`config.mk`:
```
export PLATFORM = sky130hd
export DESIGN_NAME = otsq_top
export DESIGN_NICKNAME = d
export VERILOG_FILES = /design/src/core/otsq_pkg.sv /design/src/core/otsq_top.sv /design/src/core/otsq_lin2cyc.sv
export VERILOG_INCLUDE_DIRS = /design/src /design/src/core
export SDC_FILE = /design/constraint.sdc
export NUM_CORES = 2
export LEC_CHECK = 0
export BUFFER_PORTS_ARGS = -buffer_cell sky130_fd_sc_hd__buf_4
export CAP_MARGIN = 20
export CORE_MARGIN = 4
export CORE_UTILIZATION = 45
export DETAILED_ROUTE_END_ITERATION = 8
export PLACE_DENSITY = 0.69
export SYNTH_ARGS = -nofsm -noshare
export SYNTH_HDL_FRONTEND = slang
export SYNTH_HIERARCHICAL = 1
export SYNTH_SLANG_ARGS = --single-unit
```
`constraint.sdc`:
```
create_clock -name mclk_i -period 7.05 [get_ports mclk_i]
set_clock_uncertainty 0.15 [all_clocks]
set_input_delay 1.41 -clock mclk_i [delete_from_list [all_inputs] [get_ports mclk_i]]
set_output_delay 1.41 -clock mclk_i [all_outputs]
set_load 0.02 [all_outputs]
```
`src/core/otsq_regs.svh`:
```
// offsets, field positions, reset values and timing counts of the turn-off sequencer
`ifndef OTSQ_REGS_SVH
`define OTSQ_REGS_SVH

`define OTSQ_PAGES       2
`define OTSQ_CMD_DELAY   8'h64
`define OTSQ_CMD_FALL    8'h65
`define OTSQ_CMD_SBYTE   8'h78
`define OTSQ_CMD_SWORD   8'h79
`define OTSQ_RST_TIME    16'hCA80
`define OTSQ_RST_STATUS  8'h00
`define OTSQ_OFF_BIT     6
`define OTSQ_EXP_MSB     15
`define OTSQ_EXP_LSB     11
`define OTSQ_MAN_MSB     10
`define OTSQ_CLK_NS      4
`define OTSQ_NS_PER_MS   1000000
`define OTSQ_NS_PER_US   1000
`define OTSQ_CYC_PER_MS  (`OTSQ_NS_PER_MS / `OTSQ_CLK_NS)
`define OTSQ_DELAY_MS    5000
`define OTSQ_FALL_MS     100
`define OTSQ_RAMP_MIN_US 500
`define OTSQ_RAMP_MIN_CYC ((`OTSQ_RAMP_MIN_US * `OTSQ_NS_PER_US + `OTSQ_CLK_NS - 1) / `OTSQ_CLK_NS)

`endif

```
`src/core/otsq_pkg.sv`:
```
// types shared by the turn-off sequencer files
package otsq_pkg;

  typedef enum logic [2:0] {
    OTSQ_PH1 = 3'h0,
    OTSQ_PH2 = 3'h1,
    OTSQ_PH4 = 3'h2,
    OTSQ_PH6 = 3'h3,
    OTSQ_PH8 = 3'h4
  } otsq_phase_type;

  typedef enum logic [1:0] {
    OTSQ_ON    = 2'h0,
    OTSQ_DELAY = 2'h1,
    OTSQ_RAMP  = 2'h2,
    OTSQ_OFF   = 2'h3
  } otsq_state_type;

  // one management command from the bus front end
  typedef struct packed {
    logic        valid;
    logic        write;
    logic [7:0]  code;
    logic        page;
    logic [15:0] wdata;
  } otsq_cmd_type;

  // answer to a command, one cycle after it
  typedef struct packed {
    logic        ack;
    logic        err;
    logic [15:0] rdata;
  } otsq_rsp_type;

endpackage

```
`src/core/otsq_top.sv`:
```
// output turn-off sequencer: paged delay and fall settings, status byte and word
`timescale 1ns/1ps
`include "otsq_regs.svh"

module otsq_top #(
  parameter logic [31:0] CYC_PER_MS   = 32'(`OTSQ_CYC_PER_MS),
  parameter logic [31:0] DELAY_MAX    = 32'(`OTSQ_DELAY_MS * `OTSQ_CYC_PER_MS),
  parameter logic [31:0] FALL_MAX     = 32'(`OTSQ_FALL_MS * `OTSQ_CYC_PER_MS),
  parameter logic [31:0] RAMP_MIN_CYC = 32'(`OTSQ_RAMP_MIN_CYC)
) (
  input  wire logic                                mclk_i,
  input  wire logic                                rst_n_i,
  input  wire otsq_pkg::otsq_cmd_type              cmd_i,
  output otsq_pkg::otsq_rsp_type                   rsp_o,
  input  wire logic [`OTSQ_PAGES-1:0]              out_en_i,
  input  wire otsq_pkg::otsq_phase_type            phase_cfg_i,
  input  wire logic [`OTSQ_PAGES-1:0][7:0]         fault_flags_i,
  input  wire logic [`OTSQ_PAGES-1:0][7:0]         status_hi_i,
  output logic      [`OTSQ_PAGES-1:0]              stage_off_o,
  output logic      [`OTSQ_PAGES-1:0]              ramp_active_o,
  output logic      [`OTSQ_PAGES-1:0][31:0]        ramp_len_o
);

  // true when the stack runs four or more phases
  function automatic logic multi_phase(input otsq_pkg::otsq_phase_type ph);
    multi_phase = (ph == otsq_pkg::OTSQ_PH4) || (ph == otsq_pkg::OTSQ_PH6) || (ph == otsq_pkg::OTSQ_PH8);
  endfunction

  // true when the command addresses the given register on the given page
  function automatic logic hit(input otsq_pkg::otsq_cmd_type c, input logic [7:0] code, input logic pg);
    hit = c.valid && (c.code == code) && (c.page == pg);
  endfunction

  logic [`OTSQ_PAGES-1:0][15:0] delay_q;
  logic [`OTSQ_PAGES-1:0][15:0] fall_q;
  logic [`OTSQ_PAGES-1:0][7:0]  sbyte_q;
  logic [`OTSQ_PAGES-1:0][7:0]  shi_q;
  logic [`OTSQ_PAGES-1:0][31:0] delay_cyc;
  logic [`OTSQ_PAGES-1:0][31:0] fall_cyc;
  otsq_pkg::otsq_state_type     state_q [`OTSQ_PAGES];
  logic [`OTSQ_PAGES-1:0][31:0] cnt_q;
  logic [`OTSQ_PAGES-1:0][31:0] len_q;
  otsq_pkg::otsq_rsp_type       rsp_q;
  otsq_pkg::otsq_rsp_type       rsp_d;

  genvar p;
  generate
    for (p = 0; p < `OTSQ_PAGES; p++) begin : g_page
      logic [15:0]              delay_d;
      logic [15:0]              fall_d;
      logic [7:0]               sbyte_d;
      logic [7:0]               shi_d;
      otsq_pkg::otsq_state_type state_d;
      logic [31:0]              cnt_d;
      logic [31:0]              len_d;

      // per-page conversion of the two time words to cycle counts
      otsq_lin2cyc #(
        .CYC_PER_MS (CYC_PER_MS),
        .MAX_CYC    (DELAY_MAX)
      ) u_delay (
        .mclk_i     (mclk_i),
        .rst_n_i    (rst_n_i),
        .lin_i      (delay_q[p]),
        .cyc_o      (delay_cyc[p])
      );

      otsq_lin2cyc #(
        .CYC_PER_MS (CYC_PER_MS),
        .MAX_CYC    (FALL_MAX)
      ) u_fall (
        .mclk_i     (mclk_i),
        .rst_n_i    (rst_n_i),
        .lin_i      (fall_q[p]),
        .cyc_o      (fall_cyc[p])
      );

      // paged settings and status storage
      always_comb begin
        delay_d = delay_q[p];
        fall_d  = fall_q[p];
        if (cmd_i.write && hit(cmd_i, `OTSQ_CMD_DELAY, 1'(p))) begin
          delay_d = cmd_i.wdata;
        end
        if (cmd_i.write && hit(cmd_i, `OTSQ_CMD_FALL, 1'(p))) begin
          fall_d = cmd_i.wdata;
        end
        sbyte_d                = fault_flags_i[p];
        sbyte_d[`OTSQ_OFF_BIT] = (state_q[p] != otsq_pkg::OTSQ_ON);
        shi_d                  = status_hi_i[p];
      end

      // turn-off sequence: delay, then ramp or immediate stage-off
      always_comb begin
        state_d = state_q[p];
        cnt_d   = cnt_q[p];
        len_d   = len_q[p];
        case (state_q[p])
          otsq_pkg::OTSQ_ON: begin
            if (!out_en_i[p]) begin
              state_d = otsq_pkg::OTSQ_DELAY;
              cnt_d   = delay_cyc[p];
            end
          end
          otsq_pkg::OTSQ_DELAY: begin
            if (out_en_i[p]) begin
              state_d = otsq_pkg::OTSQ_ON;
            end else if (cnt_q[p] != 32'h0) begin
              cnt_d = cnt_q[p] - 32'h1;
            end else if (multi_phase(phase_cfg_i) || (fall_cyc[p] < RAMP_MIN_CYC)) begin
              state_d = otsq_pkg::OTSQ_OFF;
            end else begin
              state_d = otsq_pkg::OTSQ_RAMP;
              cnt_d   = fall_cyc[p];
              len_d   = fall_cyc[p];
            end
          end
          otsq_pkg::OTSQ_RAMP: begin
            if (out_en_i[p]) begin
              state_d = otsq_pkg::OTSQ_ON;
            end else if (cnt_q[p] != 32'h0) begin
              cnt_d = cnt_q[p] - 32'h1;
            end else begin
              state_d = otsq_pkg::OTSQ_OFF;
            end
          end
          otsq_pkg::OTSQ_OFF: begin
            if (out_en_i[p]) begin
              state_d = otsq_pkg::OTSQ_ON;
            end
          end
          default: begin
            state_d = otsq_pkg::OTSQ_OFF;
          end
        endcase
      end

      // register the page state
      always_ff @(posedge mclk_i) begin
        if (!rst_n_i) begin
          delay_q[p] <= `OTSQ_RST_TIME;
          fall_q[p]  <= `OTSQ_RST_TIME;
          sbyte_q[p] <= `OTSQ_RST_STATUS;
          shi_q[p]   <= 8'h00;
          state_q[p] <= otsq_pkg::OTSQ_OFF;
          cnt_q[p]   <= 32'h0;
          len_q[p]   <= 32'h0;
        end else begin
          delay_q[p] <= delay_d;
          fall_q[p]  <= fall_d;
          sbyte_q[p] <= sbyte_d;
          shi_q[p]   <= shi_d;
          state_q[p] <= state_d;
          cnt_q[p]   <= cnt_d;
          len_q[p]   <= len_d;
        end
      end

      // outputs toward the power stage
      assign stage_off_o[p]   = (state_q[p] == otsq_pkg::OTSQ_OFF);
      assign ramp_active_o[p] = (state_q[p] == otsq_pkg::OTSQ_RAMP);
      assign ramp_len_o[p]    = len_q[p];

      // disable starts the off-delay
      delay_entry_a: assert property (@(posedge mclk_i) disable iff (!rst_n_i)
        (state_q[p] == otsq_pkg::OTSQ_ON) && !out_en_i[p] |=> (state_q[p] == otsq_pkg::OTSQ_DELAY)
          && (cnt_q[p] == $past(delay_cyc[p])))
        else $error("off-delay not started on disable");

      // delay counts down one per cycle while disabled
      delay_count_a: assert property (@(posedge mclk_i) disable iff (!rst_n_i)
        (state_q[p] == otsq_pkg::OTSQ_DELAY) && !out_en_i[p] && (cnt_q[p] != 32'h0)
          |=> (state_q[p] == otsq_pkg::OTSQ_DELAY) && (cnt_q[p] == $past(cnt_q[p]) - 32'h1))
        else $error("off-delay count did not step");

      // stacked phases shut off at once
      stack_off_a: assert property (@(posedge mclk_i) disable iff (!rst_n_i)
        (state_q[p] == otsq_pkg::OTSQ_DELAY) && !out_en_i[p] && (cnt_q[p] == 32'h0)
          && multi_phase(phase_cfg_i) |=> stage_off_o[p] && !ramp_active_o[p])
        else $error("multi-phase stack did not shut off at once");

      // short fall time shuts off at once
      short_fall_a: assert property (@(posedge mclk_i) disable iff (!rst_n_i)
        (state_q[p] == otsq_pkg::OTSQ_DELAY) && !out_en_i[p] && (cnt_q[p] == 32'h0)
          && (fall_cyc[p] < RAMP_MIN_CYC) |=> stage_off_o[p])
        else $error("short fall time did not shut off at once");

      // one or two phases with a long fall time ramp for that long
      ramp_start_a: assert property (@(posedge mclk_i) disable iff (!rst_n_i)
        (state_q[p] == otsq_pkg::OTSQ_DELAY) && !out_en_i[p] && (cnt_q[p] == 32'h0)
          && !multi_phase(phase_cfg_i) && (fall_cyc[p] >= RAMP_MIN_CYC)
          |=> ramp_active_o[p] && (ramp_len_o[p] == $past(fall_cyc[p])))
        else $error("fall ramp not started");

      // off bit follows the sequencer one cycle later
      off_bit_a: assert property (@(posedge mclk_i) disable iff (!rst_n_i)
        $past(rst_n_i) |-> sbyte_q[p][`OTSQ_OFF_BIT] == $past(state_q[p] != otsq_pkg::OTSQ_ON))
        else $error("status off bit wrong");

      // write to the delay word lands on its own page only
      page_write_a: assert property (@(posedge mclk_i) disable iff (!rst_n_i)
        cmd_i.write && hit(cmd_i, `OTSQ_CMD_DELAY, 1'(p)) |=> delay_q[p] == $past(cmd_i.wdata))
        else $error("paged delay write lost");

      // defaults after reset
      reset_value_a: assert property (@(posedge mclk_i)
        !rst_n_i |=> (delay_q[p] == `OTSQ_RST_TIME) && (fall_q[p] == `OTSQ_RST_TIME) && (sbyte_q[p] == 8'h00))
        else $error("reset defaults wrong");

      // fall ramp counts down one per cycle while disabled
      ramp_count_a: assert property (@(posedge mclk_i) disable iff (!rst_n_i)
        (state_q[p] == otsq_pkg::OTSQ_RAMP) && !out_en_i[p] && (cnt_q[p] != 32'h0)
          |=> ramp_active_o[p] && (cnt_q[p] == $past(cnt_q[p]) - 32'h1))
        else $error("fall ramp count did not step");

      // end of the fall ramp switches the stage off
      ramp_end_a: assert property (@(posedge mclk_i) disable iff (!rst_n_i)
        (state_q[p] == otsq_pkg::OTSQ_RAMP) && !out_en_i[p] && (cnt_q[p] == 32'h0) |=> stage_off_o[p])
        else $error("stage not off after fall ramp");

      // enable brings the page back on from any off-going state
      reenable_a: assert property (@(posedge mclk_i) disable iff (!rst_n_i)
        $past(rst_n_i) && (state_q[p] != otsq_pkg::OTSQ_ON) && out_en_i[p] |=> (state_q[p] == otsq_pkg::OTSQ_ON))
        else $error("page not back on after enable");

      // write to the fall word lands on its own page only
      fall_write_a: assert property (@(posedge mclk_i) disable iff (!rst_n_i)
        cmd_i.write && hit(cmd_i, `OTSQ_CMD_FALL, 1'(p)) |=> fall_q[p] == $past(cmd_i.wdata))
        else $error("paged fall write lost");

      // a delay write to the other page leaves this page alone
      other_page_a: assert property (@(posedge mclk_i) disable iff (!rst_n_i)
        cmd_i.valid && cmd_i.write && (cmd_i.code == `OTSQ_CMD_DELAY) && (cmd_i.page != 1'(p))
          |=> $stable(delay_q[p]))
        else $error("delay write leaked to the other page");
    end
  endgenerate

  // command decode and read answer
  always_comb begin
    rsp_d = '0;
    if (cmd_i.valid) begin
      rsp_d.ack = 1'b1;
      case (cmd_i.code)
        `OTSQ_CMD_DELAY: rsp_d.rdata = delay_q[cmd_i.page];
        `OTSQ_CMD_FALL:  rsp_d.rdata = fall_q[cmd_i.page];
        `OTSQ_CMD_SBYTE: begin
          rsp_d.rdata = {8'h00, sbyte_q[cmd_i.page]};
          rsp_d.err   = cmd_i.write;
        end
        `OTSQ_CMD_SWORD: begin
          rsp_d.rdata = {shi_q[cmd_i.page], sbyte_q[cmd_i.page]};
          rsp_d.err   = cmd_i.write;
        end
        default: begin
          rsp_d.err = 1'b1;
        end
      endcase
    end
  end

  // answer register
  always_ff @(posedge mclk_i) begin
    if (!rst_n_i) begin
      rsp_q <= '0;
    end else begin
      rsp_q <= rsp_d;
    end
  end

  assign rsp_o = rsp_q;

  // word low byte equals the byte register
  word_alias_a: assert property (@(posedge mclk_i) disable iff (!rst_n_i)
    cmd_i.valid && !cmd_i.write && (cmd_i.code == `OTSQ_CMD_SWORD)
      |=> rsp_o.ack && (rsp_o.rdata[7:0] == $past(sbyte_q[cmd_i.page])))
    else $error("status word low byte differs from status byte");

  // writes to the read-only status commands are refused
  status_ro_a: assert property (@(posedge mclk_i) disable iff (!rst_n_i)
    cmd_i.valid && cmd_i.write && ((cmd_i.code == `OTSQ_CMD_SBYTE) || (cmd_i.code == `OTSQ_CMD_SWORD))
      |=> rsp_o.ack && rsp_o.err)
    else $error("write to read-only status accepted");

  // byte read returns the status byte with a zero high byte
  byte_read_a: assert property (@(posedge mclk_i) disable iff (!rst_n_i)
    cmd_i.valid && !cmd_i.write && (cmd_i.code == `OTSQ_CMD_SBYTE)
      |=> rsp_o.ack && !rsp_o.err && (rsp_o.rdata == {8'h00, $past(sbyte_q[cmd_i.page])}))
    else $error("status byte read answer wrong");

endmodule

```
`src/core/otsq_lin2cyc.sv`:
```
// linear-11 millisecond word to clock-cycle count, saturated
`timescale 1ns/1ps
`include "otsq_regs.svh"

module otsq_lin2cyc #(
  parameter logic [31:0] CYC_PER_MS = 32'(`OTSQ_CYC_PER_MS),
  parameter logic [31:0] MAX_CYC    = 32'(`OTSQ_DELAY_MS * `OTSQ_CYC_PER_MS)
) (
  input  wire logic        mclk_i,
  input  wire logic        rst_n_i,
  input  wire logic [15:0] lin_i,
  output logic      [31:0] cyc_o
);

  logic [31:0] cyc_q;
  logic [31:0] cyc_d;
  logic [47:0] prod;
  logic [47:0] scaled;
  logic [4:0]  exp_raw;
  logic [4:0]  shr;

  // time = mantissa * 2^exponent ms; negative mantissa reads as zero
  always_comb begin
    exp_raw = lin_i[`OTSQ_EXP_MSB:`OTSQ_EXP_LSB];
    shr     = 5'(~exp_raw + 5'h01);
    prod    = lin_i[`OTSQ_MAN_MSB] ? 48'h0 : 48'(lin_i[`OTSQ_MAN_MSB-1:0]) * 48'(CYC_PER_MS);
    if (exp_raw[4]) begin
      scaled = prod >> shr;
    end else begin
      scaled = prod << exp_raw;
    end
    cyc_d = (scaled > 48'(MAX_CYC)) ? MAX_CYC : scaled[31:0];
  end

  // registered count
  always_ff @(posedge mclk_i) begin
    if (!rst_n_i) begin
      cyc_q <= 32'h0;
    end else begin
      cyc_q <= cyc_d;
    end
  end

  assign cyc_o = cyc_q;

endmodule

```
==> results.tsv <==
stage	metric	value	unit
final_layout	final_util	53.30	%
clocking	clk_path_buf_depth	3	
timing	final_max_slew_viol_count	0	
routing	detail_route.vias_per_cell	6.659	
yosys	ys_seq_elements	374	
yosys	synth_compound_area_share	31.38	%
setup_path	cp-end-kind	flop	
routing	routed_wl	179.0	mm
routing	via_count	46997	
global_route	antenna_found_initial	9	
yosys	synth_cell_types	158	
global_route	grt_util_met2	55.51	%
final_layout	multi_input_comb_area	0.03267	mm2
floorplanning	placementRows	111	
setup_path	path_delay_family	simple AND/OR/NAND/NOR gates	
setup_path	critPathSlowestCell	or4_4	
global_route	grt.total_usage	34.37	%
timing	fmax	141.8	MHz
setup_path	path_cells	fa_1 > ha_1 > fa_1 > inv_1 > fa_1 > fa_1 > inv_2 > ha_4 > buf_6 > and4_1 > o211ai_1 > and4_1 > or3_1 > nand3_1 > a221oi_1 > a311oi_2 > nand4_1 > or4_4 > or3_4 > nor4_4 > o211ai_2 > buf_4 > nand2_2	
yosys	syn_area	0.04171	mm2
pwr	powerDensity	166.8	mW/mm2
pwr	p_leak	20.57	nW
yosys	ys_warn_count	6	
yosys	synth_edf_count	0	
global_route	grt_max_degree	122	
yosys	synthSimpleGateAreaFrac	23.78	%
setup_path	crit_arrival	7.42	ns
setup_path	path_buf_inv	4	
yosys	synth_ff_type	dfxtp_1	
final_layout	drive_gt1_share	19.32	%
clocking	clk-insertion-delay-late	0.61	ns
status	status	finished, violations left	
flow_run	max_cap_viol_count	0	
final_layout	seqCellArea	0.007496	mm2
timing	finalHoldViolations	0	
yosys	synth_top_family_by_area	compound AO/OA/AOI/OAI gates	
status	failed_checks	negative setup slack	
clocking	numClockSinks	374	
floorplanning	ios	152	
setup_path	worstSetupStartpointType	flop	
global_route	grt_pass1_wl	266.8	mm
routing	firstDrtPassIters	9	
global_route	grt_pass1_vias	43683	
placed_design	port_buffers	149	
timing	finalCritPeriodShare	100.0	%
timing	tns	-0.0002665	ns
routing	final_antenna_net_count	0	
timing	setup_viol	1	
routing	drcViolationCount	0	
clocking	cts.htree.levels	2	
timing	relSlewSlack	12.05	%
timing	setup_ws	-0.0002665	ns
floorplanning	die_h	312.5	um
timing	worst_pin_slew	1.302	ns
clocking	numCtsBuffers	40	
yosys	netlist_instances	5479	
global_route	overflow	0	
clocking	clk_pin_slew_worst_paths	0.07	ns
setup_path	worstSetupPathType	flop to flop	
final_layout	syn_to_final_growth	17.29	%
hold_path	min_path_type	flop to flop	
floorplanning	core_area	0.09180	mm2
setup_path	required	7.42	ns
setup_path	path_max_fanout	8	
timing	min_period	7.050	ns
routing	wl_per_cell	25.36	um
pwr	vdd.ir_drop.worst	340.4	uV
setup_path	slowest_delay	0.61	ns
global_route	gr-usage-met3	6.147	%
placed_design	gp_congestion	1.035	
yosys	synth_seq_area_share	17.95	%
timing	rsz0062_at_grt	yes	
pwr	total_power	8.163	mW
setup_path	cpMostUsedCell	fa_1	
floorplanning	die_x	312.5	um
yosys	synth_mux_area_share	3.974	%
clocking	cts_tree	done	
placed_design	hpwl	137.6	mm
floorplanning	start_util	45.44	%
yosys	synth-xor-area-share	2.259	%
final_layout	nFillCells	8879	
final_layout	num-nets-final	6258	
global_route	grt_use_met1	45.04	%
global_route	top_usage_layer	met2	
yosys	synth_adder_area_share	14.01	%
final_layout	fin_area	0.04893	mm2
yosys	avgSynthCellArea	7.613	um2
routing	drt-initial-drc-count	5578	
yosys	ys_async_sr_fraction	0	%
placed_design	placed_cell_area	0.04613	mm2
clocking	cts-root-buf	clkbuf_16	
floorplanning	dieArea	0.09763	mm2
-- state kept, by name, summed over array words and instances, names as in the netlist --
signal,cells
cnt_q,64
delay_q,32
fall_q,32
g_page.u_delay/cyc_o,64
g_page.u_fall/cyc_o,64
ramp_len_o,64
rsp_o,18
sbyte_q,16
shi_q,16
state_q,4
-- final timing paths --
kind	start	slack [ns]	endpoint	cells past startpoint
max	delay_q[19]	-0.0003	g_page[1].u_delay/cyc_o[27]	23
min	ramp_len_o[38]	0.30	ramp_len_o[38]	2
max reg2reg	delay_q[19]	-0.0003	g_page[1].u_delay/cyc_o[27]	23
min reg2reg	ramp_len_o[38]	0.30	ramp_len_o[38]	2
-- layout by cell type, fill, tap and decap left out, types with 100 or more instances in the layout --
cell	netlist	routed
nand2_1	612	602
nor3_1	159	149
fa_1	100	100
nand3_1	187	183
mux2i_1	108	103
ha_1	307	300
a21oi_1	380	369
o21ai_0	238	225
nor2_1	470	461
dfxtp_1	374	367
buf_4	10	632
inv_1	244	240
-- worst min-delay path, delay by kind of cell (launching register included) --
family,cells,cell delay [ns]
compound gates,1,0.05
flops,1,0.31
simple gates,1,0.05
-- final cells by class --
cell class | instances | share of cell area (%)
clock buffer | 50 | 2.245
inverter | 257 | 1.977
sequential | 374 | 15.32
antenna | 3 | 0.01534
multi-input combinational | 4471 | 66.77
timing repair buffer | 641 | 9.948
clock inverter | 19 | 0.5447
tap | 1243 | 3.179
-- cell families after synthesis --
family / count (synthesis)
compound gates: 1799
flops: 374
fa+ha+maj: 407
simple gates: 1994
mux: 148
xor+xnor: 105
buf+inv: 648
other cells: 4
-- Yosys cell counts (100+ instances only) --
| cell type | number | area (um2) |
|---|---|---|
| nand2_1 | 612 | 2297 |
| o21ai_0 | 238 | 1191 |
| dfxtp_1 | 374 | 7487 |
| inv_1 | 244 | 915.9 |
| mux2i_1 | 108 | 1081 |
| clkbuf_1 | 263 | 987.2 |
| nor3_1 | 159 | 795.8 |
| nand3_1 | 187 | 935.9 |
| a21oi_1 | 380 | 1902 |
| nor2_1 | 470 | 1764 |
| fa_1 | 100 | 2002 |
| ha_1 | 307 | 3841 |
-- power breakdown --
group          leakage (nW)  internal (mW)  switching (mW)  total, mW
combinational          16.9           1.25            2.23       3.48
clock                 0.667           1.27           0.942       2.21
sequential             3.04           2.28           0.190       2.47
total                  20.6           4.80            3.36       8.16
-- per-stage QoR --
step / hold WS [ns] / setup WS [ns] / cells
floorplan: 0.2864 / 0.2809 / 5491
global placement: 0.2899 / -0.1181 / 6943
detailed placement: 0.2960 / -0.2337 / 6943
CTS: 0.3078 / 0.001966 / 7015
global route: 0.3170 / -0.1511 / 7055
finish: 0.3040 / -0.0002665 / 7058
-- metal layers --
metal  part of all wire, %  wire length, um
met1                    40            71140
met2                    44            79620
met3                    10            18130
met4                   5.6            10030
met5                 0.036               65
-- repair_timing --
action,in CTS,in global routing
buffers inserted,3,35
hold buffers,0,0
resized for setup,24,207
pin swaps,4,73
gates cloned,0,4
endpoints found under the setup margin,48,94
No activity file was read; power rests on OpenSTA's default activity.
